`src/hw/hsi_map.svh`:
```
// Bit positions, codes and limits of the isochronous descriptor fields.
`ifndef HSI_MAP_SVH
`define HSI_MAP_SVH
// Upper quad word (fourth word : third word).
`define HSI_ACTIVE_BIT   63
`define HSI_HALT_BIT     62
`define HSI_BABBLE_BIT   61
`define HSI_CNT_HI       46
`define HSI_CNT_LO       32
`define HSI_PTR_HI       23
`define HSI_PTR_LO       8
`define HSI_FRM_HI       7
`define HSI_FRM_LO       3
// Lower quad word (second word : first word).
`define HSI_SPLIT_BIT    46
`define HSI_KIND_HI      45
`define HSI_KIND_LO      44
`define HSI_TOK_HI       43
`define HSI_TOK_LO       42
`define HSI_ADDR_HI      41
`define HSI_ADDR_LO      35
`define HSI_EPH_HI       34
`define HSI_EPH_LO       32
`define HSI_EP0_BIT      31
`define HSI_VALID_BIT    0
// Codes and limits.
`define HSI_KIND_ISO     2'h1
`define HSI_TOK_OUT      2'h0
`define HSI_TOK_IN       2'h1
`define HSI_CNT_MAX      15'h7fff
`endif

```
`src/hw/hsi_pkg.sv`:
```
// Types shared by the isochronous descriptor logic.
`default_nettype none
package hsi_pkg;
    typedef enum logic [4:0] {
        ST_IDLE  = 5'b0_0001,
        ST_ARMED = 5'b0_0010,
        ST_ISSUE = 5'b0_0100,
        ST_WAIT  = 5'b0_1000,
        ST_WRITE = 5'b1_0000
    } hsi_state_e;
endpackage
`default_nettype wire

```
`src/hw/hsi_desc.sv`:
```
// Isochronous descriptor field engine: token issue, result capture, write-back.
`timescale 1ns/1ps
`default_nettype none
`include "hsi_map.svh"

module hsi_desc #(
    parameter int WB_W = 41
) (
    input  wire logic        clk_sys,
    input  wire logic        rst,
    input  wire logic        desc_load,
    input  wire logic [63:0] desc_q0,
    input  wire logic [63:0] desc_q1,
    input  wire logic [7:0]  desc_mask,
    input  wire logic        sof_pulse,
    input  wire logic [4:0]  bus_frame,
    input  wire logic [2:0]  bus_uframe,
    output logic             tok_valid,
    input  wire logic        tok_ready,
    output logic             tok_is_in,
    output logic             tok_split,
    output logic [6:0]       tok_addr,
    output logic [3:0]       tok_endp,
    output logic [15:0]      tok_ptr,
    input  wire logic        res_valid,
    output logic             res_ready,
    input  wire logic        res_stall,
    input  wire logic        res_fatal,
    input  wire logic        res_more,
    input  wire logic [10:0] res_bytes,
    output logic             wb_valid,
    input  wire logic        wb_ready,
    output logic [WB_W-1:0]  wb_word,
    output logic             desc_busy,
    output logic             halt_flag
);

    // =========================================================
    // Helpers
    function automatic logic [14:0] sat_add(input logic [14:0] a, input logic [10:0] b);
        logic [15:0] s;
        s = {1'b0, a} + {5'h0_0, b};
        sat_add = s[15] ? `HSI_CNT_MAX : s[14:0];
    endfunction

    // Mask bits strictly above the given microframe.
    function automatic logic [7:0] later_bits(input logic [7:0] m, input logic [2:0] u);
        later_bits = m & ~((8'h02 << u) - 8'h01);
    endfunction

    // =========================================================
    // Descriptor state
    hsi_pkg::hsi_state_e state_reg, state_next;
    logic        live_reg, live_next;
    logic        halt_reg, halt_next;
    logic [14:0] cnt_reg, cnt_next;
    logic [7:0]  mask_reg, mask_next;
    logic [2:0]  uf_reg, uf_next;
    logic [4:0]  frm_reg, frm_next;
    logic [1:0]  kind_reg, kind_next;
    logic [1:0]  tcode_reg, tcode_next;
    logic        done_reg, done_next;
    logic        tv_reg, tv_next;
    logic        tin_reg, tin_next;
    logic        tsp_reg, tsp_next;
    logic [6:0]  tad_reg, tad_next;
    logic [3:0]  tep_reg, tep_next;
    logic [15:0] tpt_reg, tpt_next;
    logic        rr_reg, rr_next;
    logic        push;
    logic [WB_W-1:0] push_word;
    logic        buf_ready;
    logic        fire;

    // Issue only for a live isochronous descriptor with a known token in the
    // matching frame and an enabled microframe.
    always_comb begin
        fire = sof_pulse && live_reg && (kind_reg == `HSI_KIND_ISO)
            && (tcode_reg == `HSI_TOK_OUT || tcode_reg == `HSI_TOK_IN)
            && (bus_frame == frm_reg)
            && mask_reg[bus_uframe];
    end

    always_comb begin
        state_next = state_reg;
        live_next  = live_reg;
        halt_next  = halt_reg;
        cnt_next   = cnt_reg;
        mask_next  = mask_reg;
        uf_next    = uf_reg;
        frm_next   = frm_reg;
        kind_next  = kind_reg;
        tcode_next = tcode_reg;
        done_next  = done_reg;
        tv_next    = tv_reg;
        tin_next   = tin_reg;
        tsp_next   = tsp_reg;
        tad_next   = tad_reg;
        tep_next   = tep_reg;
        tpt_next   = tpt_reg;
        rr_next    = 1'b0;
        push       = 1'b0;
        case (state_reg)
            hsi_pkg::ST_IDLE, hsi_pkg::ST_ARMED: begin
                if (desc_load) begin
                    // Valid and active must both be set for a live descriptor.
                    live_next  = desc_q0[`HSI_VALID_BIT] && desc_q1[`HSI_ACTIVE_BIT];
                    halt_next  = 1'b0;
                    cnt_next   = 15'h0000;
                    mask_next  = desc_mask;
                    frm_next   = desc_q1[`HSI_FRM_HI:`HSI_FRM_LO];
                    kind_next  = desc_q0[`HSI_KIND_HI:`HSI_KIND_LO];
                    tcode_next = desc_q0[`HSI_TOK_HI:`HSI_TOK_LO];
                    tin_next   = desc_q0[`HSI_TOK_HI:`HSI_TOK_LO] == `HSI_TOK_IN;
                    tsp_next   = desc_q0[`HSI_SPLIT_BIT];
                    tad_next   = desc_q0[`HSI_ADDR_HI:`HSI_ADDR_LO];
                    tep_next   = {desc_q0[`HSI_EPH_HI:`HSI_EPH_LO],
                                  desc_q0[`HSI_EP0_BIT]};
                    tpt_next   = desc_q1[`HSI_PTR_HI:`HSI_PTR_LO];
                    state_next = hsi_pkg::ST_ARMED;
                end else if (state_reg == hsi_pkg::ST_ARMED && !live_reg) begin
                    state_next = hsi_pkg::ST_IDLE;
                end else if (state_reg == hsi_pkg::ST_ARMED && fire) begin
                    uf_next    = bus_uframe;
                    cnt_next   = 15'h0000;
                    tv_next    = 1'b1;
                    state_next = hsi_pkg::ST_ISSUE;
                end
            end
            hsi_pkg::ST_ISSUE: begin
                if (tok_ready) begin
                    tv_next    = 1'b0;
                    rr_next    = 1'b1;
                    state_next = hsi_pkg::ST_WAIT;
                end
            end
            hsi_pkg::ST_WAIT: begin
                rr_next = 1'b1;
                if (res_valid) begin
                    rr_next  = 1'b0;
                    cnt_next = sat_add(cnt_reg, res_bytes);
                    if (res_stall) begin
                        halt_next = 1'b1;
                        live_next = 1'b0;
                        done_next = 1'b1;
                        mask_next = mask_reg & ~(8'h01 << uf_reg);
                        state_next = hsi_pkg::ST_WRITE;
                    end else if (res_fatal) begin
                        live_next  = 1'b0;
                        done_next  = 1'b1;
                        mask_next  = mask_reg & ~(8'h01 << uf_reg);
                        state_next = hsi_pkg::ST_WRITE;
                    end else if (res_more) begin
                        rr_next = 1'b1;
                    end else begin
                        mask_next = mask_reg & ~(8'h01 << uf_reg);
                        done_next = later_bits(mask_reg, uf_reg) == 8'h00;
                        live_next = later_bits(mask_reg, uf_reg) != 8'h00;
                        state_next = hsi_pkg::ST_WRITE;
                    end
                end
            end
            hsi_pkg::ST_WRITE: begin
                if (buf_ready) begin
                    push       = 1'b1;
                    state_next = done_reg ? hsi_pkg::ST_IDLE : hsi_pkg::ST_ARMED;
                    done_next  = 1'b0;
                end
            end
            default: begin
                state_next = hsi_pkg::ST_IDLE;
                live_next  = 1'b0;
                tv_next    = 1'b0;
            end
        endcase
    end

    always_ff @(posedge clk_sys) begin
        if (rst) begin
            state_reg <= hsi_pkg::ST_IDLE;
            live_reg  <= 1'b0;
            halt_reg  <= 1'b0;
            cnt_reg   <= 15'h0000;
            mask_reg  <= 8'h00;
            uf_reg    <= 3'h0;
            frm_reg   <= 5'h00;
            kind_reg  <= 2'h0;
            tcode_reg <= 2'h0;
            done_reg  <= 1'b0;
            tv_reg    <= 1'b0;
            tin_reg   <= 1'b0;
            tsp_reg   <= 1'b0;
            tad_reg   <= 7'h00;
            tep_reg   <= 4'h0;
            tpt_reg   <= 16'h0000;
            rr_reg    <= 1'b0;
        end else begin
            state_reg <= state_next;
            live_reg  <= live_next;
            halt_reg  <= halt_next;
            cnt_reg   <= cnt_next;
            mask_reg  <= mask_next;
            uf_reg    <= uf_next;
            frm_reg   <= frm_next;
            kind_reg  <= kind_next;
            tcode_reg <= tcode_next;
            done_reg  <= done_next;
            tv_reg    <= tv_next;
            tin_reg   <= tin_next;
            tsp_reg   <= tsp_next;
            tad_reg   <= tad_next;
            tep_reg   <= tep_next;
            tpt_reg   <= tpt_next;
            rr_reg    <= rr_next;
        end
    end

    // Write-back word: mask, valid, then the whole fourth word.
    // Valid and active go out as the same live bit; babble and reserved stay zero.
    always_comb begin
        push_word = {mask_reg, live_reg, live_reg, halt_reg, 1'b0, 14'h0000, cnt_reg};
    end

    // =========================================================
    // Two-entry write-back buffer
    // An output stage plus a skid stage; ready toward the engine is a flop,
    // so a memory stall costs no word and never loops combinationally.
    logic            ov_reg, ov_next;
    logic [WB_W-1:0] od_reg, od_next;
    logic            sv_reg, sv_next;
    logic [WB_W-1:0] sd_reg, sd_next;

    always_comb begin
        buf_ready = !sv_reg;
        ov_next = ov_reg;
        od_next = od_reg;
        sv_next = sv_reg;
        sd_next = sd_reg;
        if (!ov_reg || wb_ready) begin
            if (sv_reg) begin
                ov_next = 1'b1;
                od_next = sd_reg;
                sv_next = 1'b0;
            end else begin
                ov_next = push;
                od_next = push ? push_word : od_reg;
            end
        end else if (push) begin
            sv_next = 1'b1;
            sd_next = push_word;
        end
    end

    always_ff @(posedge clk_sys) begin
        if (rst) begin
            ov_reg <= 1'b0;
            od_reg <= '0;
            sv_reg <= 1'b0;
            sd_reg <= '0;
        end else begin
            ov_reg <= ov_next;
            od_reg <= od_next;
            sv_reg <= sv_next;
            sd_reg <= sd_next;
        end
    end

    // =========================================================
    // Outputs
    always_comb begin
        tok_valid = tv_reg;
        tok_is_in = tin_reg;
        tok_split = tsp_reg;
        tok_addr  = tad_reg;
        tok_endp  = tep_reg;
        tok_ptr   = tpt_reg;
        res_ready = rr_reg;
        wb_valid  = ov_reg;
        wb_word   = od_reg;
        desc_busy = live_reg;
        halt_flag = halt_reg;
    end

    // =========================================================
    // Checks
    a_halt_kills_valid: assert property (@(posedge clk_sys) disable iff (rst)
        $rose(halt_reg) |-> !live_reg) else $error("halt set while valid stays set");
    a_stall_sets_halt: assert property (@(posedge clk_sys) disable iff (rst)
        state_reg == hsi_pkg::ST_WAIT && res_valid && res_stall |=> halt_reg)
        else $error("stall did not set halt");
    a_babble_zero: assert property (@(posedge clk_sys) disable iff (rst)
        wb_valid |-> !wb_word[29]) else $error("babble reported for iso");
    a_count_sum: assert property (@(posedge clk_sys) disable iff (rst)
        state_reg == hsi_pkg::ST_WAIT && res_valid && cnt_reg == 15'h0000
        |=> cnt_reg == {4'h0, $past(res_bytes)}) else $error("byte count wrong");
    a_more_keeps: assert property (@(posedge clk_sys) disable iff (rst)
        state_reg == hsi_pkg::ST_WAIT && res_valid && res_more && !res_stall && !res_fatal
        |=> state_reg == hsi_pkg::ST_WAIT && cnt_reg >= $past(cnt_reg))
        else $error("running total lost");
    a_token_fields: assert property (@(posedge clk_sys) disable iff (rst)
        state_reg != hsi_pkg::ST_WRITE && desc_load && state_reg != hsi_pkg::ST_ISSUE
        && state_reg != hsi_pkg::ST_WAIT
        |=> tok_addr == $past(desc_q0[41:35]) && tok_endp == {$past(desc_q0[34:32]),
        $past(desc_q0[31])} && tok_split == $past(desc_q0[46]))
        else $error("token fields not taken from descriptor");
    a_fire_gated: assert property (@(posedge clk_sys) disable iff (rst)
        $rose(tok_valid) |-> $past(mask_reg[bus_uframe]) && $past(bus_frame) == $past(frm_reg))
        else $error("token outside enabled microframe");
    a_dead_no_token: assert property (@(posedge clk_sys) disable iff (rst)
        $rose(tok_valid) |-> $past(live_reg)) else $error("token for dead descriptor");
    a_fatal_clears: assert property (@(posedge clk_sys) disable iff (rst)
        state_reg == hsi_pkg::ST_WAIT && res_valid && res_fatal |=> !live_reg)
        else $error("fatal error left valid set");
    a_token_done: assert property (@(posedge clk_sys) disable iff (rst)
        tok_valid && tok_ready |=> !tok_valid ##0 res_ready) else $error("token handshake");

endmodule
`default_nettype wire

```
`config.mk`:
```
export PLATFORM = sky130hd
export DESIGN_NAME = hsi_desc
export DESIGN_NICKNAME = d
export VERILOG_FILES = /design/src/hw/hsi_pkg.sv /design/src/hw/hsi_desc.sv
export VERILOG_INCLUDE_DIRS = /design/src /design/src/hw
export SDC_FILE = /design/constraint.sdc
export NUM_CORES = 1
export LEC_CHECK = 0
export ABC_AREA = 0
export BUFFER_PORTS_ARGS = -buffer_cell sky130_fd_sc_hd__buf_2
export CORE_ASPECT_RATIO = 1.75
export CORE_MARGIN = 3
export CORE_UTILIZATION = 50
export DETAILED_ROUTE_END_ITERATION = 12
export GPL_ROUTABILITY_DRIVEN = 0
export GPL_TIMING_DRIVEN = 0
export PLACE_DENSITY = 0.82
export SYNTH_ARGS = -nofsm -noshare
export SYNTH_HDL_FRONTEND = slang
export SYNTH_SLANG_ARGS = --single-unit
export TNS_END_PERCENT = 10
```
`constraint.sdc`:
```
create_clock -name clk_sys -period 4 [get_ports clk_sys]
set_input_delay 0.8 -clock clk_sys [delete_from_list [all_inputs] [get_ports clk_sys]]
set_output_delay 0.8 -clock clk_sys [all_outputs]
set_load 0.1 [all_outputs]
```
Yosys cells after proc, flatten, opt, wreduce, memory -nomap -nowiden
Cells that the tools add are included.
Widths: inputs -> output; s select.
- latch bits: 0
- memory bits (read-only): 0
- memories kept: 0
- word-level logic and storage cells: 146
- bits in registers: 143
- RAM bits: 0
- multiplexer cells: 57
- eq/ne operators: 21
- add/subtract/negate cells: 2
- div/mod/pow operators: 0
- bitwise operators: 9
- order comparisons: 1
- multipliers: 0
- reductions and logical operators: 33
- shift operators: 2
- operators by type and width (kind ; count):
    $mux 41 ; 2
    $mux 15 ; 5
    $mux 5 ; 9
    $mux 8 ; 5
    $pmux 15 s2 ; 1
    $mux 1 ; 26
    $reduce_and 4->1 ; 6
    $pmux 5 s4 ; 1
    $add 15x11->16 ; 1
    $and 8x8->8 ; 2
    $ne 2x2->1 const B ; 8
    $not 8->8 ; 2
    $pmux 8 s2 ; 1
    $reduce_and 5->1 ; 2
    $logic_and 1x1->1 ; 8
    $logic_not 8->1 ; 1
    $ne 4x4->1 const B ; 2
    $reduce_bool 8->1 ; 1
    $reduce_or 2->1 ; 4
    $shl 1x3->8 const A ; 1
    $shl 2x3->8 const A ; 1
    $sub 8x1->8 const B ; 1
    $eq 2x1->1 const B ; 3
    $ne 3x3->1 const B ; 2
    other kinds (17) ; 30

Longest topological paths before layout
- word-level depth: 10
- gate-level depth with buffers: 11

Worst setup path before layout
OpenSTA, ideal clock, no wires.
- path kind: input -> register
- start: in res_bytes[0]
- end: reg cnt_reg[12]
- stages on the path: 10
- slack: 1429 ps
- buffers on the path: 0
- library setup time: 86 ps
- arrival time: 2486 ps
- cell sequence: ha_1 -> inv_1 -> fa_1 -> nor2b_1 -> o31a_1 -> o31a_1 -> o21ai_0 -> nor2b_1 -> o31ai_1 -> a211oi_1
- word-level cells in the longest chain between the ends: 4
- ends and longest elaborated chain (element ; line ; source):
    from (decl) ; hsi_desc.sv:30 ; input wire logic [10:0] res_bytes,
    $add 15x11->16 ; hsi_desc.sv:42 ; s = {1'b0, a} + {5'h0_0, b};
    $mux 15 ; hsi_desc.sv:43 ; sat_add = s[15] ? `HSI_CNT_MAX : s[14:0];
    $mux 15 ; hsi_desc.sv:139 ; if (res_valid) begin
    $pmux 15 s2 ; hsi_desc.sv:103 ; case (state_reg)
    to (signal assigned) ; hsi_desc.sv:201 ; cnt_reg <= cnt_next;
    to (decl) ; hsi_desc.sv:56 ; logic [14:0] cnt_reg, cnt_next;
No other way between the ends. The select of a mux whose other input is x is not followed.
A chain may end at the register's enable or synchronous reset.

Final worst setup path
- start: in res_bytes[8]
- end: reg cnt_reg[9]
Same word-level chain as after synthesis.

==> results.md <==
- The maximum buffer depth of the clock tree is 2.
- The power per unit of standard cell area is approximately 490 nW/um2.
- The number of maximum-capacitance violations is 0.
- In this run the post-CTS setup repair buffer count came out at 0.
- For this design, the CTS-stage hold fixing added 0 buffers.
- The synthesized design contains 125 register bits.
- The initial antenna violation count came to 1.
- The final layout contains 1073 nets.
- The total clock sinks is between 100 and 150.
- The die covers roughly 13000 um2.
- The horizontal die dimension is around 88 um.
- The startpoint identified for the worst hold timing path is tok_endp[2]$_SDFFE_PP0P_.
- The clock latency reported for the late side of the worst-skew pair is roughly 0.40 ns.
- Timing would allow up to between 300 and 400 MHz.
- The via count of the first global-routing pass came to between 5000 and 6000.
- The share of the Yosys chip area taken by registers is 42.4%.
- Row generation in the floorplan step produced 51 rows.
- The worst reg2reg path depth is 10.
- The most instantiated flip-flop cell in the synthesis netlist is sky130_fd_sc_hd__dfxtp_1.
- Once detail routing completed, the nets flagged for antenna violations numbered 0.
- The count of fill cells added during filler insertion is 979.
- The clock skew is between 0.004 and 0.005 ns.
- The kind of cell with the highest combined delay along the critical path is compound AO/OA/AOI/OAI gates.
- The global-route wire length before repair is between 20 and 30 mm.
- The final cell count without fillers is approximately 1000.
- Of all flip-flops after synthesis, the portion carrying an async set or reset was 0%.
- The worst flop-to-flop path startpoint is uf_reg[0]$_SDFFE_PP0P_.
- The worst hold path belongs to the class reg -> reg.
- The finished cells cover 7390 um2.
- Relative to the synthesized area, the layout overhead comes to 25.1%.
- Net switching is 30.6% of the power.
- The chip height is roughly 150 um.
- The synthesized design devotes to its leading area cell type between 40 and 50% of total area.
- The data arrival time at the worst-slack endpoint is between 3 and 4 ns.
- Cell internal power was estimated by the tool at approximately 2500 uW.
- The count of final max-slew check failures came to 0.
- The cell area that synthesis handed to floorplanning was 5910 um2.
- Sorting the synthesized cells by area gives the leading types as sky130_fd_sc_hd__dfxtp_1 (42%), sky130_fd_sc_hd__nand2_1 (9.9%), sky130_fd_sc_hd__a21oi_1 (7.3%), sky130_fd_sc_hd__mux2i_1 (5.1%), sky130_fd_sc_hd__nor2_1 (4.2%).
- For this run, design rule violations remaining after detail routing come to 0.
- In this run, synthesis inferred 0 flip-flops with an integrated enable.
- The worst register-to-register path has a setup slack of about 1.4 ns.
- The count of buffering cells on the critical path with inverters included is 2.
- The post-route fraction of the period consumed by the critical path is between 60% and 70%.
- The maximum cell stage delay along the critical path is approximately 0.54 ns.
- Once the clock tree was built, the resizer swapped 0 gates to a different size.
- The overall routing resource usage is between 20% and 30%.
- The run finished with clean final reports.
- The top-level port count is 240.
- Once placement finished, the instance area stood at 6790 um2.
- For this configuration, the core starts out at a cell density of ~52%.
- The clock share of power is 42.7%.
- The CTS root buffer is sky130_fd_sc_hd__clkbuf_16.
- The worst pin sits at a relative slew slack of 48.7%.
- Of the total power, combinational logic draws roughly a fifth.
- The leakage component of the power is about 0.003 uW.
- For this run the aggregate overflow at the end of global routing stands at 0.
- The core region is around 11000 um2.
- The total length of routed wires is roughly 17 mm.
- In this run the number of cells on the critical path is 10.
- The number of placed instances, taps included, is 1008.
- The iteration count of the initial detailed-routing pass is 7.
- STA puts the critical path data required time at ~4.3 ns.
- For the finished layout, the period the worst path requires is 2.76 ns.
- The signal on the critical path passes through buf_2 -> ha_1 -> and2_1 -> nand2_1 -> o22ai_1 -> a31oi_1 -> a211oi_1 -> clkbuf_1 -> a21oi_1 -> o21ai_0.
- CTS built an H-tree with a depth of 4.
- The first routing iteration left ~300 violations.
- The total negative slack for setup checks is 0 ns.
- The worst hold slack after final layout is between 0.4 and 0.5 ns.
- The count of endpoints failing setup in the final report is 0.
- For this design the total switching power over the nets is 1100 uW.
- The worst setup path is of the in -> reg kind.
- The path with the worst hold slack has its endpoint at tok_endp[2]$_SDFFE_PP0P_.
- The footprint of the multi-input gates is ~3000 um2.
- The count of synthesis-stage warnings from yosys is 0.
- The peak ir drop on the vdd network is ~0.00028 V.
- In the final routed layout, each cell accounts on average for about 16 um.
- The final count of hold timing violations came to 0.
- The top fanout value on the critical path is 10.
- The area taken by flip-flops and latches is 2500 um2.
- The mean post-synth cell area is ~8.1 um2.
- The synthesized design spends more area on one cell type than any other, namely sky130_fd_sc_hd__dfxtp_1.
- The number of buffers added by the clock tree synthesis step is 17.
- The distinct cell type count of the synthesized netlist is 60.
- At the pin with the least slew margin, the transition time is 0.770 ns.
- The worst register-to-register path ends at desc_busy$_SDFFE_PP0P_.
- For this design, the slowest cell found on the critical path is sky130_fd_sc_hd__a211oi_1.
- The clock input transition at the sequential cells of the worst setup and hold paths is 0.05 ns.
- Leaving out fill and tap cells, the most frequent cells in the layout are sky130_fd_sc_hd__nand2_1 (156), sky130_fd_sc_hd__buf_2 (148), sky130_fd_sc_hd__dfxtp_1 (125).
- The placed wire-length estimate after detailed placement is roughly 12 mm.
- The post-detailed-route via-to-cell ratio is 5.53.
- STA classifies the critical path endpoint as a flop.
- The worst setup path is launched from an input port.
- Counting every instance in the synthesized netlist gives 728.
- The share of final-layout standard cells stronger than drive strength 1 is between 20 and 25%.
- The routed layout has 5742 vias.
- The pin count of the biggest net entering global routing is 17.
- The worst hold path cell count is 2.
- TritonCTS built the clock tree.
- The sequential fraction of design power is a little under two fifths.
- Setup repair after global routing left no endpoint under its margin.
- The count of buffers added on input and output ports is 134.
- The leading cell type in the layout, fill and taps excluded is sky130_fd_sc_hd__nand2_1.
worst max-delay path by stage:
| stage | startpoint | end |
|---|---|---|
| after floorplan | res_bytes[0] | cnt_reg[12]$_SDFFE_PP0P_ |
| after global placement | res_bytes[7] | cnt_reg[7]$_SDFFE_PP0P_ |
| after detailed placement | res_bytes[7] | cnt_reg[7]$_SDFFE_PP0P_ |
| after CTS | res_bytes[7] | cnt_reg[9]$_SDFFE_PP0P_ |
| after global routing | res_bytes[7] | cnt_reg[9]$_SDFFE_PP0P_ |
| final | res_bytes[8] | cnt_reg[9]$_SDFFE_PP0P_ |
synth_stat cells, types with 7 or more instances:
master / n
sky130_fd_sc_hd__a21oi_1: 86
sky130_fd_sc_hd__o21ai_1: 7
sky130_fd_sc_hd__a31oi_1: 9
sky130_fd_sc_hd__xnor2_1: 11
sky130_fd_sc_hd__ha_1: 12
sky130_fd_sc_hd__mux2i_1: 30
sky130_fd_sc_hd__inv_1: 9
sky130_fd_sc_hd__o21ai_0: 24
sky130_fd_sc_hd__dfxtp_1: 125
sky130_fd_sc_hd__nor2b_1: 10
sky130_fd_sc_hd__nand2_1: 156
sky130_fd_sc_hd__clkbuf_1: 28
sky130_fd_sc_hd__nor2_1: 66
sky130_fd_sc_hd__buf_4: 20
sky130_fd_sc_hd__buf_2: 14
sky130_fd_sc_hd__nand3_1: 8
sky130_fd_sc_hd__a211oi_1: 30
power groups by stage:
stage | logic (uW) | registers [uW] | clock network (uW)
5_1_grt | 771 | 1350 | 1600
2_1_floorplan | 333 | 1590 | 0
3_5_place_dp | 717 | 1370 | 0
3_3_place_gp | 710 | 1360 | 0
4_1_cts | 720 | 1340 | 1550
6_report | 723 | 1340 | 1540
logic make-up (layout without fill, tap and decap cells):
family / count (synthesis) / count (layout) / synth area share [%]
buffers and inverters: 74 / 238 / 6.65
flip-flops: 125 / 125 / 42.4
adder cells (fa/ha/maj): 13 / 13 / 2.88
XOR/XNOR: 14 / 14 / 2.08
other: 1 / 16 / 0.0635
AND/OR/NAND/NOR: 276 / 276 / 20.0
AO/OA/AOI/OAI: 193 / 193 / 19.9
multiplexers: 32 / 32 / 5.97
final cells by class:
cell class / count / share of cell area, %
diodes: 1 / 0.0339
plain buffers: 65 / 4.86
repair buffers: 134 / 9.08
clock buffers: 22 / 6.42
flip-flops and latches: 125 / 33.9
multi-input cells: 543 / 41.5
clock inverters: 8 / 1.56
well taps: 132 / 2.24
inverters: 9 / 0.457
per-stage QoR:
stage	setup WS, ns	total power, uW	util [%]
after floorplan	1.43	1930	-
after global routing	0.981	3720	65.0
after CTS	1.27	3610	65.0
after global placement	0.972	2070	59.8
after detailed placement	0.933	2080	59.8
final	1.24	3600	65.0
layer usage:
metal,track usage (%),share of wire (%),vias up
met1,28.9,39,2629
li1,-,-,2823
met2,43.6,52,238
met4,12.0,3.6,0
met3,4.79,6.0,52
met5,0,0,-
worst reg2reg max path, delay by kind of cell, from the launching register on:
family | cells | cell delay [ns]
AO/OA/AOI/OAI | 4 | 0.77
AND/OR/NAND/NOR | 2 | 0.53
buffers and inverters | 2 | 0.45
flip-flops | 1 | 0.30
adder cells (fa/ha/maj) | 1 | 0.27
XOR/XNOR | 1 | 0.17
No activity file was read; power rests on OpenSTA's default activity.
